**src/mps_pkg.sv**
```systemverilog
// Constants for the module power sequencer
// Assumes a 125 MHz clock; no bus, all controls are plain pins
package mps_pkg;

  // ****************************************************************
  // Timing
  // ****************************************************************
  localparam int unsigned CLK_FREQ_HZ   = 125000000;
  localparam int unsigned SLOW_FREQ_HZ  = 32768;
  localparam int unsigned PON_LOW_MS    = 5;
  // Slow ticks for the request low time, rounded up, plus one for phase
  localparam int unsigned PON_LOW_TICKS =
    (PON_LOW_MS * SLOW_FREQ_HZ + 999) / 1000 + 1;
  // Fast cycles per slow tick, rounded down
  localparam int unsigned SLOW_DIV      = CLK_FREQ_HZ / SLOW_FREQ_HZ;

  // ****************************************************************
  // Supply levels in millivolts
  // ****************************************************************
  localparam logic [12:0] VCC_ON_MV     = 13'h0d16; // 3350 mV
  localparam logic [12:0] VCC_LOW_MV    = 13'h08ca; // 2250 mV
  localparam logic [12:0] VCC_EXT_MV_DF = 13'h0c80; // default 3200 mV

  // ****************************************************************
  // Sequencing
  // ****************************************************************
  localparam int unsigned NUM_LDO       = 4;
  localparam int unsigned NUM_IF        = 4;
  localparam int unsigned STEP_TICKS    = 4;
  localparam int unsigned RST_HOLD_TICKS = 16;
  localparam int unsigned CNT_W         = 16;

  typedef enum logic [8:0] {
    ST_UNPOWERED = 9'h001,
    ST_OFF       = 9'h002,
    ST_LDO_UP    = 9'h004,
    ST_RST_HOLD  = 9'h008,
    ST_IF_CFG    = 9'h010,
    ST_READY     = 9'h020,
    ST_SAVE      = 9'h040,
    ST_DETACH    = 9'h080,
    ST_LDO_DOWN  = 9'h100
  } mps_state_e;

endpackage

```
**src/mps_lowfilt.sv**
```systemverilog
// Low level qualifier for the power-on request
// Input is synchronised to the clock here; tick marks slow edges
`timescale 1ns/1ps

module mps_lowfilt (
  // Clock and reset
  input  wire logic mclk_i,
  input  wire logic reset_i,
  // Sample strobe and input
  input  wire logic tick_i,
  input  wire logic level_n_i,
  // Qualified low
  output logic      qualified_o
);

  logic [mps_pkg::CNT_W-1:0] cnt_q;
  logic                      s1_q;
  logic                      s2_q;

  // ****************************************************************
  // Two stage synchroniser to the mclk_i domain
  // ****************************************************************
  always_ff @(posedge mclk_i) begin
    if (reset_i) begin
      s1_q <= 1'b1;
      s2_q <= 1'b1;
    end else begin
      s1_q <= level_n_i;
      s2_q <= s1_q;
    end
  end

  // ****************************************************************
  // Consecutive low sample count, restarted by any high
  // ****************************************************************
  always_ff @(posedge mclk_i) begin
    if (reset_i) begin
      cnt_q <= '0;
    end else if (s2_q) begin
      cnt_q <= '0;
    end else if (tick_i &&
                 cnt_q < mps_pkg::CNT_W'(mps_pkg::PON_LOW_TICKS)) begin
      cnt_q <= cnt_q + 1'b1;
    end
  end

  // Level qualified, not an edge
  assign qualified_o = !s2_q &&
    (cnt_q >= mps_pkg::CNT_W'(mps_pkg::PON_LOW_TICKS));

endmodule

```
**src/mps_seq.sv**
```systemverilog
// Power-on / power-off sequencer for a cellular data module
// Assumes supply level arrives as a digitised millivolt value and
// the alarm, command and done strobes are synchronous to mclk_i
`timescale 1ns/1ps

module mps_seq (
  // Clock and reset
  input  wire logic                        mclk_i,
  input  wire logic                        reset_i,
  // Supply monitor
  input  wire logic [12:0]                 vcc_mv_i,
  input  wire logic [12:0]                 vcc_ext_min_mv_i,
  // Start-up events
  input  wire logic                        power_on_request_n_i,
  input  wire logic                        rtc_alarm_i,
  // Power-off command and core handshakes
  input  wire logic                        power_off_command_i,
  input  wire logic                        save_done_i,
  input  wire logic                        detach_done_i,
  // Core replies
  output logic                             reply_ok_o,
  output logic                             save_start_o,
  output logic                             detach_start_o,
  output logic                             rtc_irq_o,
  output logic                             pmu_power_req_o,
  // Regulators and core
  output logic [mps_pkg::NUM_LDO-1:0]      ldo_en_o,
  output logic                             backup_supply_en_o,
  output logic                             core_reset_o,
  // Module reset line, open drain
  output logic                             module_reset_n_o,
  output logic                             module_reset_n_oe_o,
  // Pads
  output logic                             pads_tristate_o,
  output logic [mps_pkg::NUM_IF-1:0]       if_cfg_o,
  output logic                             ready_o,
  output logic [8:0]                       state_o
);

  mps_pkg::mps_state_e state_q;
  mps_pkg::mps_state_e state_d;

  logic [15:0]                  div_q;
  logic                         tick;
  logic [mps_pkg::CNT_W-1:0]    step_q;
  logic [2:0]                   idx_q;
  logic                         armed_q;
  logic                         supply_ok;
  logic                         supply_rise;
  logic                         undervolt;
  logic                         pon_ok;
  logic                         alarm_ok;
  logic                         step_done;
  logic                         rtc_irq_q;
  logic                         reply_q;
  logic                         save_q;
  logic                         detach_q;
  logic [mps_pkg::NUM_LDO-1:0]  ldo_q;
  logic [mps_pkg::NUM_IF-1:0]   ifc_q;

  // Thermometer mask of the first n bits
  function automatic logic [3:0] therm(input logic [2:0] n);
    logic [3:0] m;
    m = 4'h0;
    for (int i = 0; i < 4; i++) begin
      if (3'(i) < n) begin
        m[i] = 1'b1;
      end
    end
    return m;
  endfunction

  // ****************************************************************
  // Slow reference tick
  // ****************************************************************
  assign tick = (div_q == 16'(mps_pkg::SLOW_DIV - 1));

  always_ff @(posedge mclk_i) begin
    if (reset_i || tick) begin
      div_q <= 16'h0000;
    end else begin
      div_q <= div_q + 16'h0001;
    end
  end

  // ****************************************************************
  // Start-up qualification
  // ****************************************************************
  mps_lowfilt u_lowfilt (
    .mclk_i      (mclk_i),
    .reset_i     (reset_i),
    .tick_i      (tick),
    .level_n_i   (power_on_request_n_i),
    .qualified_o (pon_ok)
  );

  assign supply_ok = (vcc_mv_i >= mps_pkg::VCC_ON_MV);
  assign undervolt = (vcc_mv_i < vcc_ext_min_mv_i);

  // Armed by reset and once the supply has been seen below the low threshold
  always_ff @(posedge mclk_i) begin
    if (reset_i) begin
      armed_q <= 1'b1;
    end else if (vcc_mv_i < mps_pkg::VCC_LOW_MV) begin
      armed_q <= 1'b1;
    end else if (supply_ok) begin
      armed_q <= 1'b0;
    end
  end

  assign supply_rise = armed_q && supply_ok;
  assign alarm_ok    = rtc_alarm_i && supply_ok;

  // ****************************************************************
  // Step timer, counts slow ticks per stage
  // ****************************************************************
  assign step_done = tick &&
    (step_q == mps_pkg::CNT_W'(mps_pkg::STEP_TICKS - 1));

  always_ff @(posedge mclk_i) begin
    if (reset_i || state_q != state_d) begin
      step_q <= '0;
      idx_q  <= 3'h0;
    end else if (step_done) begin
      step_q <= '0;
      idx_q  <= idx_q + 3'h1;
    end else if (tick) begin
      step_q <= step_q + 1'b1;
    end
  end

  // ****************************************************************
  // Main state machine
  // ****************************************************************
  always_comb begin
    state_d = state_q;
    case (state_q)
      mps_pkg::ST_UNPOWERED: begin
        if (supply_rise) begin
          state_d = mps_pkg::ST_LDO_UP;
        end
      end
      mps_pkg::ST_OFF: begin
        if (!supply_ok && undervolt) begin
          state_d = mps_pkg::ST_UNPOWERED;
        end else if (pon_ok || alarm_ok) begin
          state_d = mps_pkg::ST_LDO_UP;
        end
      end
      mps_pkg::ST_LDO_UP: begin
        if (undervolt) begin
          state_d = mps_pkg::ST_LDO_DOWN;
        end else if (step_done &&
                     idx_q == 3'(mps_pkg::NUM_LDO - 1)) begin
          state_d = mps_pkg::ST_RST_HOLD;
        end
      end
      mps_pkg::ST_RST_HOLD: begin
        if (undervolt) begin
          state_d = mps_pkg::ST_LDO_DOWN;
        end else if (step_done && idx_q ==
                     3'(mps_pkg::RST_HOLD_TICKS / mps_pkg::STEP_TICKS
                        - 1)) begin
          state_d = mps_pkg::ST_IF_CFG;
        end
      end
      mps_pkg::ST_IF_CFG: begin
        if (undervolt) begin
          state_d = mps_pkg::ST_LDO_DOWN;
        end else if (step_done &&
                     idx_q == 3'(mps_pkg::NUM_IF - 1)) begin
          state_d = mps_pkg::ST_READY;
        end
      end
      mps_pkg::ST_READY: begin
        if (undervolt) begin
          state_d = mps_pkg::ST_LDO_DOWN;
        end else if (power_off_command_i) begin
          state_d = mps_pkg::ST_SAVE;
        end
      end
      mps_pkg::ST_SAVE: begin
        if (undervolt) begin
          state_d = mps_pkg::ST_LDO_DOWN;
        end else if (save_done_i) begin
          state_d = mps_pkg::ST_DETACH;
        end
      end
      mps_pkg::ST_DETACH: begin
        if (undervolt) begin
          state_d = mps_pkg::ST_LDO_DOWN;
        end else if (detach_done_i) begin
          state_d = mps_pkg::ST_LDO_DOWN;
        end
      end
      mps_pkg::ST_LDO_DOWN: begin
        if (step_done && idx_q == 3'(mps_pkg::NUM_LDO - 1)) begin
          state_d = supply_ok ? mps_pkg::ST_OFF
                              : mps_pkg::ST_UNPOWERED;
        end
      end
      default: state_d = mps_pkg::ST_UNPOWERED;
    endcase
  end

  always_ff @(posedge mclk_i) begin
    if (reset_i) begin
      state_q <= mps_pkg::ST_UNPOWERED;
    end else begin
      state_q <= state_d;
    end
  end

  // ****************************************************************
  // Regulator and interface outputs
  // ****************************************************************
  always_ff @(posedge mclk_i) begin
    if (reset_i) begin
      ldo_q <= '0;
    end else begin
      case (state_q)
        mps_pkg::ST_LDO_UP:   ldo_q <= therm(idx_q + 3'h1);
        mps_pkg::ST_LDO_DOWN: ldo_q <= ~therm(idx_q + 3'h1);
        mps_pkg::ST_OFF,
        mps_pkg::ST_UNPOWERED: ldo_q <= '0;
        default:              ldo_q <= '1;
      endcase
    end
  end

  always_ff @(posedge mclk_i) begin
    if (reset_i) begin
      ifc_q <= '0;
    end else if (state_q == mps_pkg::ST_IF_CFG) begin
      ifc_q <= therm(idx_q + 3'h1);
    end else if (state_q == mps_pkg::ST_READY) begin
      ifc_q <= '1;
    end else begin
      ifc_q <= '0;
    end
  end

  // ****************************************************************
  // Event strobes to the core
  // ****************************************************************
  always_ff @(posedge mclk_i) begin
    if (reset_i) begin
      reply_q   <= 1'b0;
      save_q    <= 1'b0;
      detach_q  <= 1'b0;
      rtc_irq_q <= 1'b0;
    end else begin
      reply_q  <= state_q == mps_pkg::ST_READY &&
                  state_d == mps_pkg::ST_SAVE;
      save_q   <= state_q == mps_pkg::ST_READY &&
                  state_d == mps_pkg::ST_SAVE;
      detach_q <= state_q == mps_pkg::ST_SAVE &&
                  state_d == mps_pkg::ST_DETACH;
      // Sticky until core is ready to see it
      if (alarm_ok && state_q == mps_pkg::ST_OFF) begin
        rtc_irq_q <= 1'b1;
      end else if (state_q == mps_pkg::ST_READY) begin
        rtc_irq_q <= 1'b0;
      end
    end
  end

  assign reply_ok_o          = reply_q;
  assign save_start_o        = save_q;
  assign detach_start_o      = detach_q;
  assign rtc_irq_o           = rtc_irq_q && state_q == mps_pkg::ST_READY;
  assign pmu_power_req_o     = ldo_q != '0;
  assign ldo_en_o            = ldo_q;
  assign if_cfg_o            = ifc_q;
  assign backup_supply_en_o  = state_q != mps_pkg::ST_UNPOWERED;
  assign core_reset_o        = !(state_q == mps_pkg::ST_IF_CFG ||
                                 state_q == mps_pkg::ST_READY ||
                                 state_q == mps_pkg::ST_SAVE ||
                                 state_q == mps_pkg::ST_DETACH);
  assign module_reset_n_o    = 1'b0;
  assign module_reset_n_oe_o = core_reset_o;
  assign pads_tristate_o     = !(state_q == mps_pkg::ST_RST_HOLD ||
                                 ifc_q != '0);
  assign ready_o             = state_q == mps_pkg::ST_READY;
  assign state_o             = state_q;

endmodule

```
**config.mk**
```make
export PLATFORM = sky130hd
export DESIGN_NAME = mps_seq
export DESIGN_NICKNAME = d
export VERILOG_FILES = /design/src/mps_pkg.sv /design/src/mps_lowfilt.sv /design/src/mps_seq.sv
export SDC_FILE = /design/constraint.sdc
export NUM_CORES = 1
export LEC_CHECK = 0
export ABC_CLOCK_PERIOD_IN_PS = 3500
export BUFFER_PORTS_ARGS = -buffer_cell sky130_fd_sc_hd__buf_2
export CAP_MARGIN = 10
export CORE_UTILIZATION = 45
export DETAILED_ROUTE_END_ITERATION = 10
export GPL_TIMING_DRIVEN = 0
export PLACE_DENSITY_LB_ADDON = 0.12
export SLEW_MARGIN = 20
export SYNTH_ARGS = -nofsm -noshare
export SYNTH_HDL_FRONTEND = slang
export SYNTH_SLANG_ARGS = --single-unit
```
**constraint.sdc**
```tcl
create_clock -name mclk_i -period 3.5 [get_ports mclk_i]
set_clock_uncertainty 0.2 [all_clocks]
set_input_delay 0.175 -clock mclk_i [delete_from_list [all_inputs] [get_ports mclk_i]]
set_output_delay 0.175 -clock mclk_i [all_outputs]
set_load 0.005 [all_outputs]
```
# == Word-level counts from Yosys, hierarchy flattened ==
# Cells that the tools add are included.
# totals
ff_bits,74
out_inout_bits,28
wordCells,107
# op_classes
add_sub_neg,4
magnitude_cmp,9
eq_ne,16
n_mux,35
n_bitwise,1
reduce_logical,29
# ops
op,n
9-bit two-way mux,16
9-bit one-hot mux with 9 select lines,1
16-bit by 1-bit adder with 16-bit output (second input constant),3
9-bit by 7-bit == test with 1-bit output (second input constant),2
9-bit by 8-bit == test with 1-bit output (second input constant),2
16-bit by 12-bit == test with 1-bit output (second input constant),1
16-bit by 2-bit == test with 1-bit output (second input constant),1
16-bit by 8-bit greater-or-equal comparator with 1-bit output (second input constant),1
16-bit by 8-bit < comparator with 1-bit output (second input constant),1
1-bit two-way mux,14
13-bit by 12-bit greater-or-equal comparator with 1-bit output (second input constant),1
13-bit by 12-bit < comparator with 1-bit output (second input constant),1
13-bit < comparator,1
4-bit one-hot mux with 3 select lines,1
1-bit logical AND,11
9-bit by 1-bit == test with 1-bit output (second input constant),1
9-bit by 2-bit == test with 1-bit output (second input constant),1
9-bit by 3-bit == test with 1-bit output (second input constant),1
9-bit by 4-bit == test with 1-bit output (second input constant),1
9-bit by 5-bit == test with 1-bit output (second input constant),1
9-bit by 6-bit == test with 1-bit output (second input constant),1
9-bit == test (second input constant),1
9-bit by 1-bit != test with 1-bit output (second input constant),1
9-bit != test,1
12 further kinds,28

# == Depth between registers and ports, before layout ==
# depth
depth_word,9
depth_mapped,11
depth_no_buf,9

# == Modules after synthesis ==
# From an unflattened synthesis, not the netlist that was laid out.
# unflattened
hier_cells,517
area_unflattened_um2,4418.0
# by_module_without_submodules
mod,n_inst,cells_each,area_per_inst_um2
mps_seq,1,433,3612.2
mps_lowfilt,1,84,805.8

# == Least setup slack after synthesis ==
# No wires, ideal clock.
# synth_timing
kind,reg2reg
from,register idx_q[0]
to,register idx_q[2]
setup_ps,118
arrival_time_ps,2320
t_required_ps,3182
setup_slack_ps,862
path_stages_with_launch,11
n_path_buf,1
synth_period_minus_slack_ps,2638
path_cell_list,dfxtp_1 > ha_1 > ha_1 > or4bb_1 > nor4_2 > nand2_1 > nor3_1 > nor3_1 > o22ai_4 > buf_6 > nor3_2
# synth_between
elab_chain_cells,7
elab_cells_between_ends,13
classes_between,add/sub (1); eq/ne (2); mux (8); reduce/logical (2)
# synth_rtl
item,line,source
from (decl),mps_seq.sv:46,logic [2:0] idx_q;
from (signal assigned),mps_seq.sv:126,idx_q <= idx_q + 3'h1;
3-bit by 2-bit == test with 1-bit output,--,
1-bit logical AND,--,
"9-bit two-way mux, on equally long branches","mps_seq.sv:170, mps_seq.sv:153, mps_seq.sv:161",
"9-bit two-way mux, on equally long branches","mps_seq.sv:168, mps_seq.sv:151, mps_seq.sv:159",
9-bit one-hot mux with 9 select lines,mps_seq.sv:137,case (state_q)
9-bit != test,mps_seq.sv:121,if (reset_i || state_q != state_d) begin
1-bit logical OR,mps_seq.sv:121,
# Several ways; a longest one is shown, not always the timed one.
# A chain may end at the register's enable or synchronous reset.

# == Final worst setup path ==
# layout_timing
from,"register state_q[1], in the netlist state_o[1]"
to,register step_q[7] (netlist name)
# layout_between
elab_chain_cells,6
elab_cells_between_ends,29
classes_between,eq/ne (10); mux (17); reduce/logical (2)
# layout_rtl
item,line,source
from (decl),mps_seq.sv:40,mps_pkg::mps_state_e state_q;
from (signal assigned),mps_seq.sv:208,state_q <= mps_pkg::ST_UNPOWERED;
from (signal assigned),mps_seq.sv:210,state_q <= state_d;
branches (longest 3 deep; another with 9-bit == test),--,
9-bit != test (*),mps_seq.sv:121,
1-bit logical OR (*),mps_seq.sv:121,
2-bit OR reduction (no line) (*),--,
to (signal assigned),mps_seq.sv:128,step_q <= step_q + 1'b1;
to (decl),mps_seq.sv:45,logic [mps_pkg::CNT_W-1:0] step_q;
# Every way passes the cells marked *.

==> qor.txt <==
residual DRC count: 0
total via count after detailed routing: 4272
post-synthesis cell type count: 73
CTS HTree Levels: 3
min-delay worst type: input pin to flip-flop
number of port buffers: 59
Core Area: 0.00991 sq mm
source of the worst hold timing path: save_done_i
worst slew slack as a fraction of its limit: 44.1%
logic depth of the worst register-to-register path: 9
sequential group share of total power: 44.5%
commonest cells after routing, fill and taps aside: 74 x sky130_fd_sc_hd__dfxtp_1, 65 x sky130_fd_sc_hd__buf_2, 57 x sky130_fd_sc_hd__nor2_1
wire length after detailed routing: 11100 um
initial standard-cell utilization of the core: 46.9%
Synth top area share: 31.9%
Int Power: 1.36 mW
CTS tree: yes
Area Overhead vs Synth: 15.0%
area of the multi-input gates: 0.00291 sq mm
die width: 104 um
buffer count from post-CTS setup fixing: 0
footprint of the flip-flops and latches: 0.00148 sq mm
average cell area after synthesis: 8.27 sq um
Total Routing Usage GR: 21.5%
Worst Hold Slack: 23.5 ps
clk root buf: sky130_fd_sc_hd__clkbuf_8
Clock Power Share: 32.9%
Gate Count Post-Synth: 562
number of fill cells in the layout: 986
GRT overflow: 0
time the worst path needs with I/O delays and setup: 3260 ps
Antenna Cells: 0
part of the total power dissipated in combinational logic: 22.6%
reported leakage power: 2.17 nW
total nets after synthesis: 615
share of the clock period used by the worst path after layout: 93.0%
First DRT Iteration DRCs: 249
upper clock frequency limit: 307 MHz
switching share of power: 31.1%
endpoint of the worst hold-timing path: state_o[7]
dominant cells by area after synthesis: sky130_fd_sc_hd__dfxtp_1 32%, sky130_fd_sc_hd__ha_1 5.4%, sky130_fd_sc_hd__nor2_1 4.7%
number of flops mapped to enable cells by yosys: 0
Critical Path Fanout Max: 10
Critical Setup Path Class: flip-flop to flip-flop
part of the Yosys area used for sequential elements: 31.9%
antenna violations before repair: 0
utilization after layout: 53.9%
setup repair after global routing missed its margin: false
status: complete, no violations
setup ws final: 244 ps
fraction of layout instances using a drive strength above 1: 20.3%
clk buf depth: 2
final setup vio count: 0
Post-synth top flop: sky130_fd_sc_hd__dfxtp_1
number of global-route vias before repair: 3934
area of the die: 0.0107 sq mm
Syn. warnings: 0
final layout net count: 690
Avg WL per Cell: 14.3 um
CTS buffer count: 9
number of maximum-capacitance constraint violations: 0
final antenna-violating net count: 0
worst endpoint data arrival time: 3340 ps
NetSw: 612 uW
worst flop-to-flop path startpoint: state_o[1]
average via count per standard cell: 5.52
Final Hold Fails: 0
pins over their slew limit: 0
maximum number of pins on one net before global-route repair: 13
Seq cells post-synth: 74
Reg-to-Reg End: step_q[7]
hold path depth: 3
type of element capturing the critical path: flip-flop
routability cong.: 0.909
post-synth top area cell: sky130_fd_sc_hd__dfxtp_1
maximum VDD drop: 0.146 mV
clock input transition at the sequential cells of the worst setup and hold paths: 80 ps
mapped cell area: 0.00465 sq mm
startpoint class of the critical path: flip-flop
Req. time, crit path: 3580 ps
asr flop ratio synth: 0%
leading cell type in the layout, fill and taps excluded: sky130_fd_sc_hd__dfxtp_1
Die Y: 104 um
count of TritonRoute iterations in the first routing pass: 5
later-pin clock latency in the skew report: 350 ps
number of placement rows: 36
DPL Wire Length: 8370 um
setup slack, reg-to-reg: 240 ps
placement-stage worst setup slack: 304 ps
Worst-Margin Slew: 833 ps
I/O pin total: 61
wire length of the first global-routing pass: 18900 um
setup TNS: 0 ps
power per cell area: 368 mW/mm^2
clk sinks: 74
[logic make-up after synthesis]
logic type      Yosys count  synth area share, %
simple gates            266                 33.5
compound gates          107                 16.0
other cells               1               0.0807
buf+inv                  54                 5.49
flops                    74                 31.9
xor+xnor                 36                 6.79
mux                       4                0.862
fa+ha+maj                20                 5.39
[through the flow]
step / std cells / power [mW] / cell area [sq um]
detailed placement: 754 / 1.33 / 5110
global placement: 754 / 1.33 / 5110
finish: 774 / 1.97 / 5350
floorplan: 562 / 1.20 / 4650
CTS: 774 / 1.98 / 5340
global route: 774 / 2.07 / 5350
[cells in the mapped netlist (7+ instances only)]
library cell	instances
sky130_fd_sc_hd__a211oi_1	8
sky130_fd_sc_hd__a21oi_1	32
sky130_fd_sc_hd__and2_1	12
sky130_fd_sc_hd__and3_1	8
sky130_fd_sc_hd__clkbuf_1	10
sky130_fd_sc_hd__dfxtp_1	74
sky130_fd_sc_hd__ha_1	20
sky130_fd_sc_hd__inv_1	28
sky130_fd_sc_hd__nand2_1	49
sky130_fd_sc_hd__nand3_1	17
sky130_fd_sc_hd__nand4_1	13
sky130_fd_sc_hd__nor2_1	58
sky130_fd_sc_hd__nor3_1	26
sky130_fd_sc_hd__nor3_2	12
sky130_fd_sc_hd__nor4b_1	7
sky130_fd_sc_hd__o21ai_0	20
sky130_fd_sc_hd__or2_2	12
sky130_fd_sc_hd__xnor2_1	12
sky130_fd_sc_hd__xor2_1	24
[worst max-delay path: stages, from the launching register on]
cell and delay (ps):
sky130_fd_sc_hd__dfxtp_1 390, sky130_fd_sc_hd__clkbuf_1 280, sky130_fd_sc_hd__nor3_1 290, sky130_fd_sc_hd__nand2_1 190
sky130_fd_sc_hd__nor3_1 680, sky130_fd_sc_hd__nor4_1 180, sky130_fd_sc_hd__a221oi_2 370, sky130_fd_sc_hd__nand4_4 230
sky130_fd_sc_hd__buf_6 230, sky130_fd_sc_hd__nor3_2 150
[what timing repair did]
action,in CTS,in global routing
hold buffers,5,0
endpoints found under the setup margin,0,11
hold endpoints to repair,4,0
resized for setup,0,1
[metal layers]
| layer | share of wire [%] | global-route usage, % |
|---|---|---|
| met3 | 4.6 | 3.15 |
| met4 | 1.7 | 7.45 |
| met2 | 44 | 33.6 |
| met1 | 50 | 30.0 |
| met5 | 0 | 0 |
[power by group through the flow]
stage                     clock (mW)  combinational (mW)  sequential, mW
after floorplan                    0               0.302           0.897
after global routing           0.702               0.485           0.880
after global placement             0               0.434           0.895
after CTS                      0.664               0.440           0.877
final                          0.648               0.445           0.876
after detailed placement           0               0.434           0.896
[how the worst max path moves through the flow]
stage	startpoint	endpoint	depth (start not counted)
floorplan	idx_q[0]	idx_q[2]	10
global placement	vcc_mv_i[12]	step_q[6]	10
detailed placement	vcc_mv_i[12]	step_q[12]	10
CTS	vcc_mv_i[12]	step_q[9]	11
global route	state_o[4]	step_q[10]	9
finish	state_o[1]	step_q[7]	9
[registers in the layout, summed over array words and instances, names as in the netlist]
register and count:
armed_q 1, if_cfg_o 4, div_q 16, state_o 9
u_lowfilt.cnt_q 16, save_start_o 1, detach_start_o 1, step_q 16
ldo_en_o 4, u_lowfilt.s2_q 1, rtc_irq_q 1, u_lowfilt.s1_q 1
idx_q 3
[area by class of cell]
cell class | count | area share, %
multi-input combinational | 434 | 54.5
sequential | 74 | 27.7
timing repair buffer | 64 | 6.46
tap | 133 | 3.11
buffer | 26 | 2.81
clock buffer | 10 | 2.39
inverter | 28 | 1.97
clock inverter | 5 | 1.05
Power figures use the tool's default switching activity.
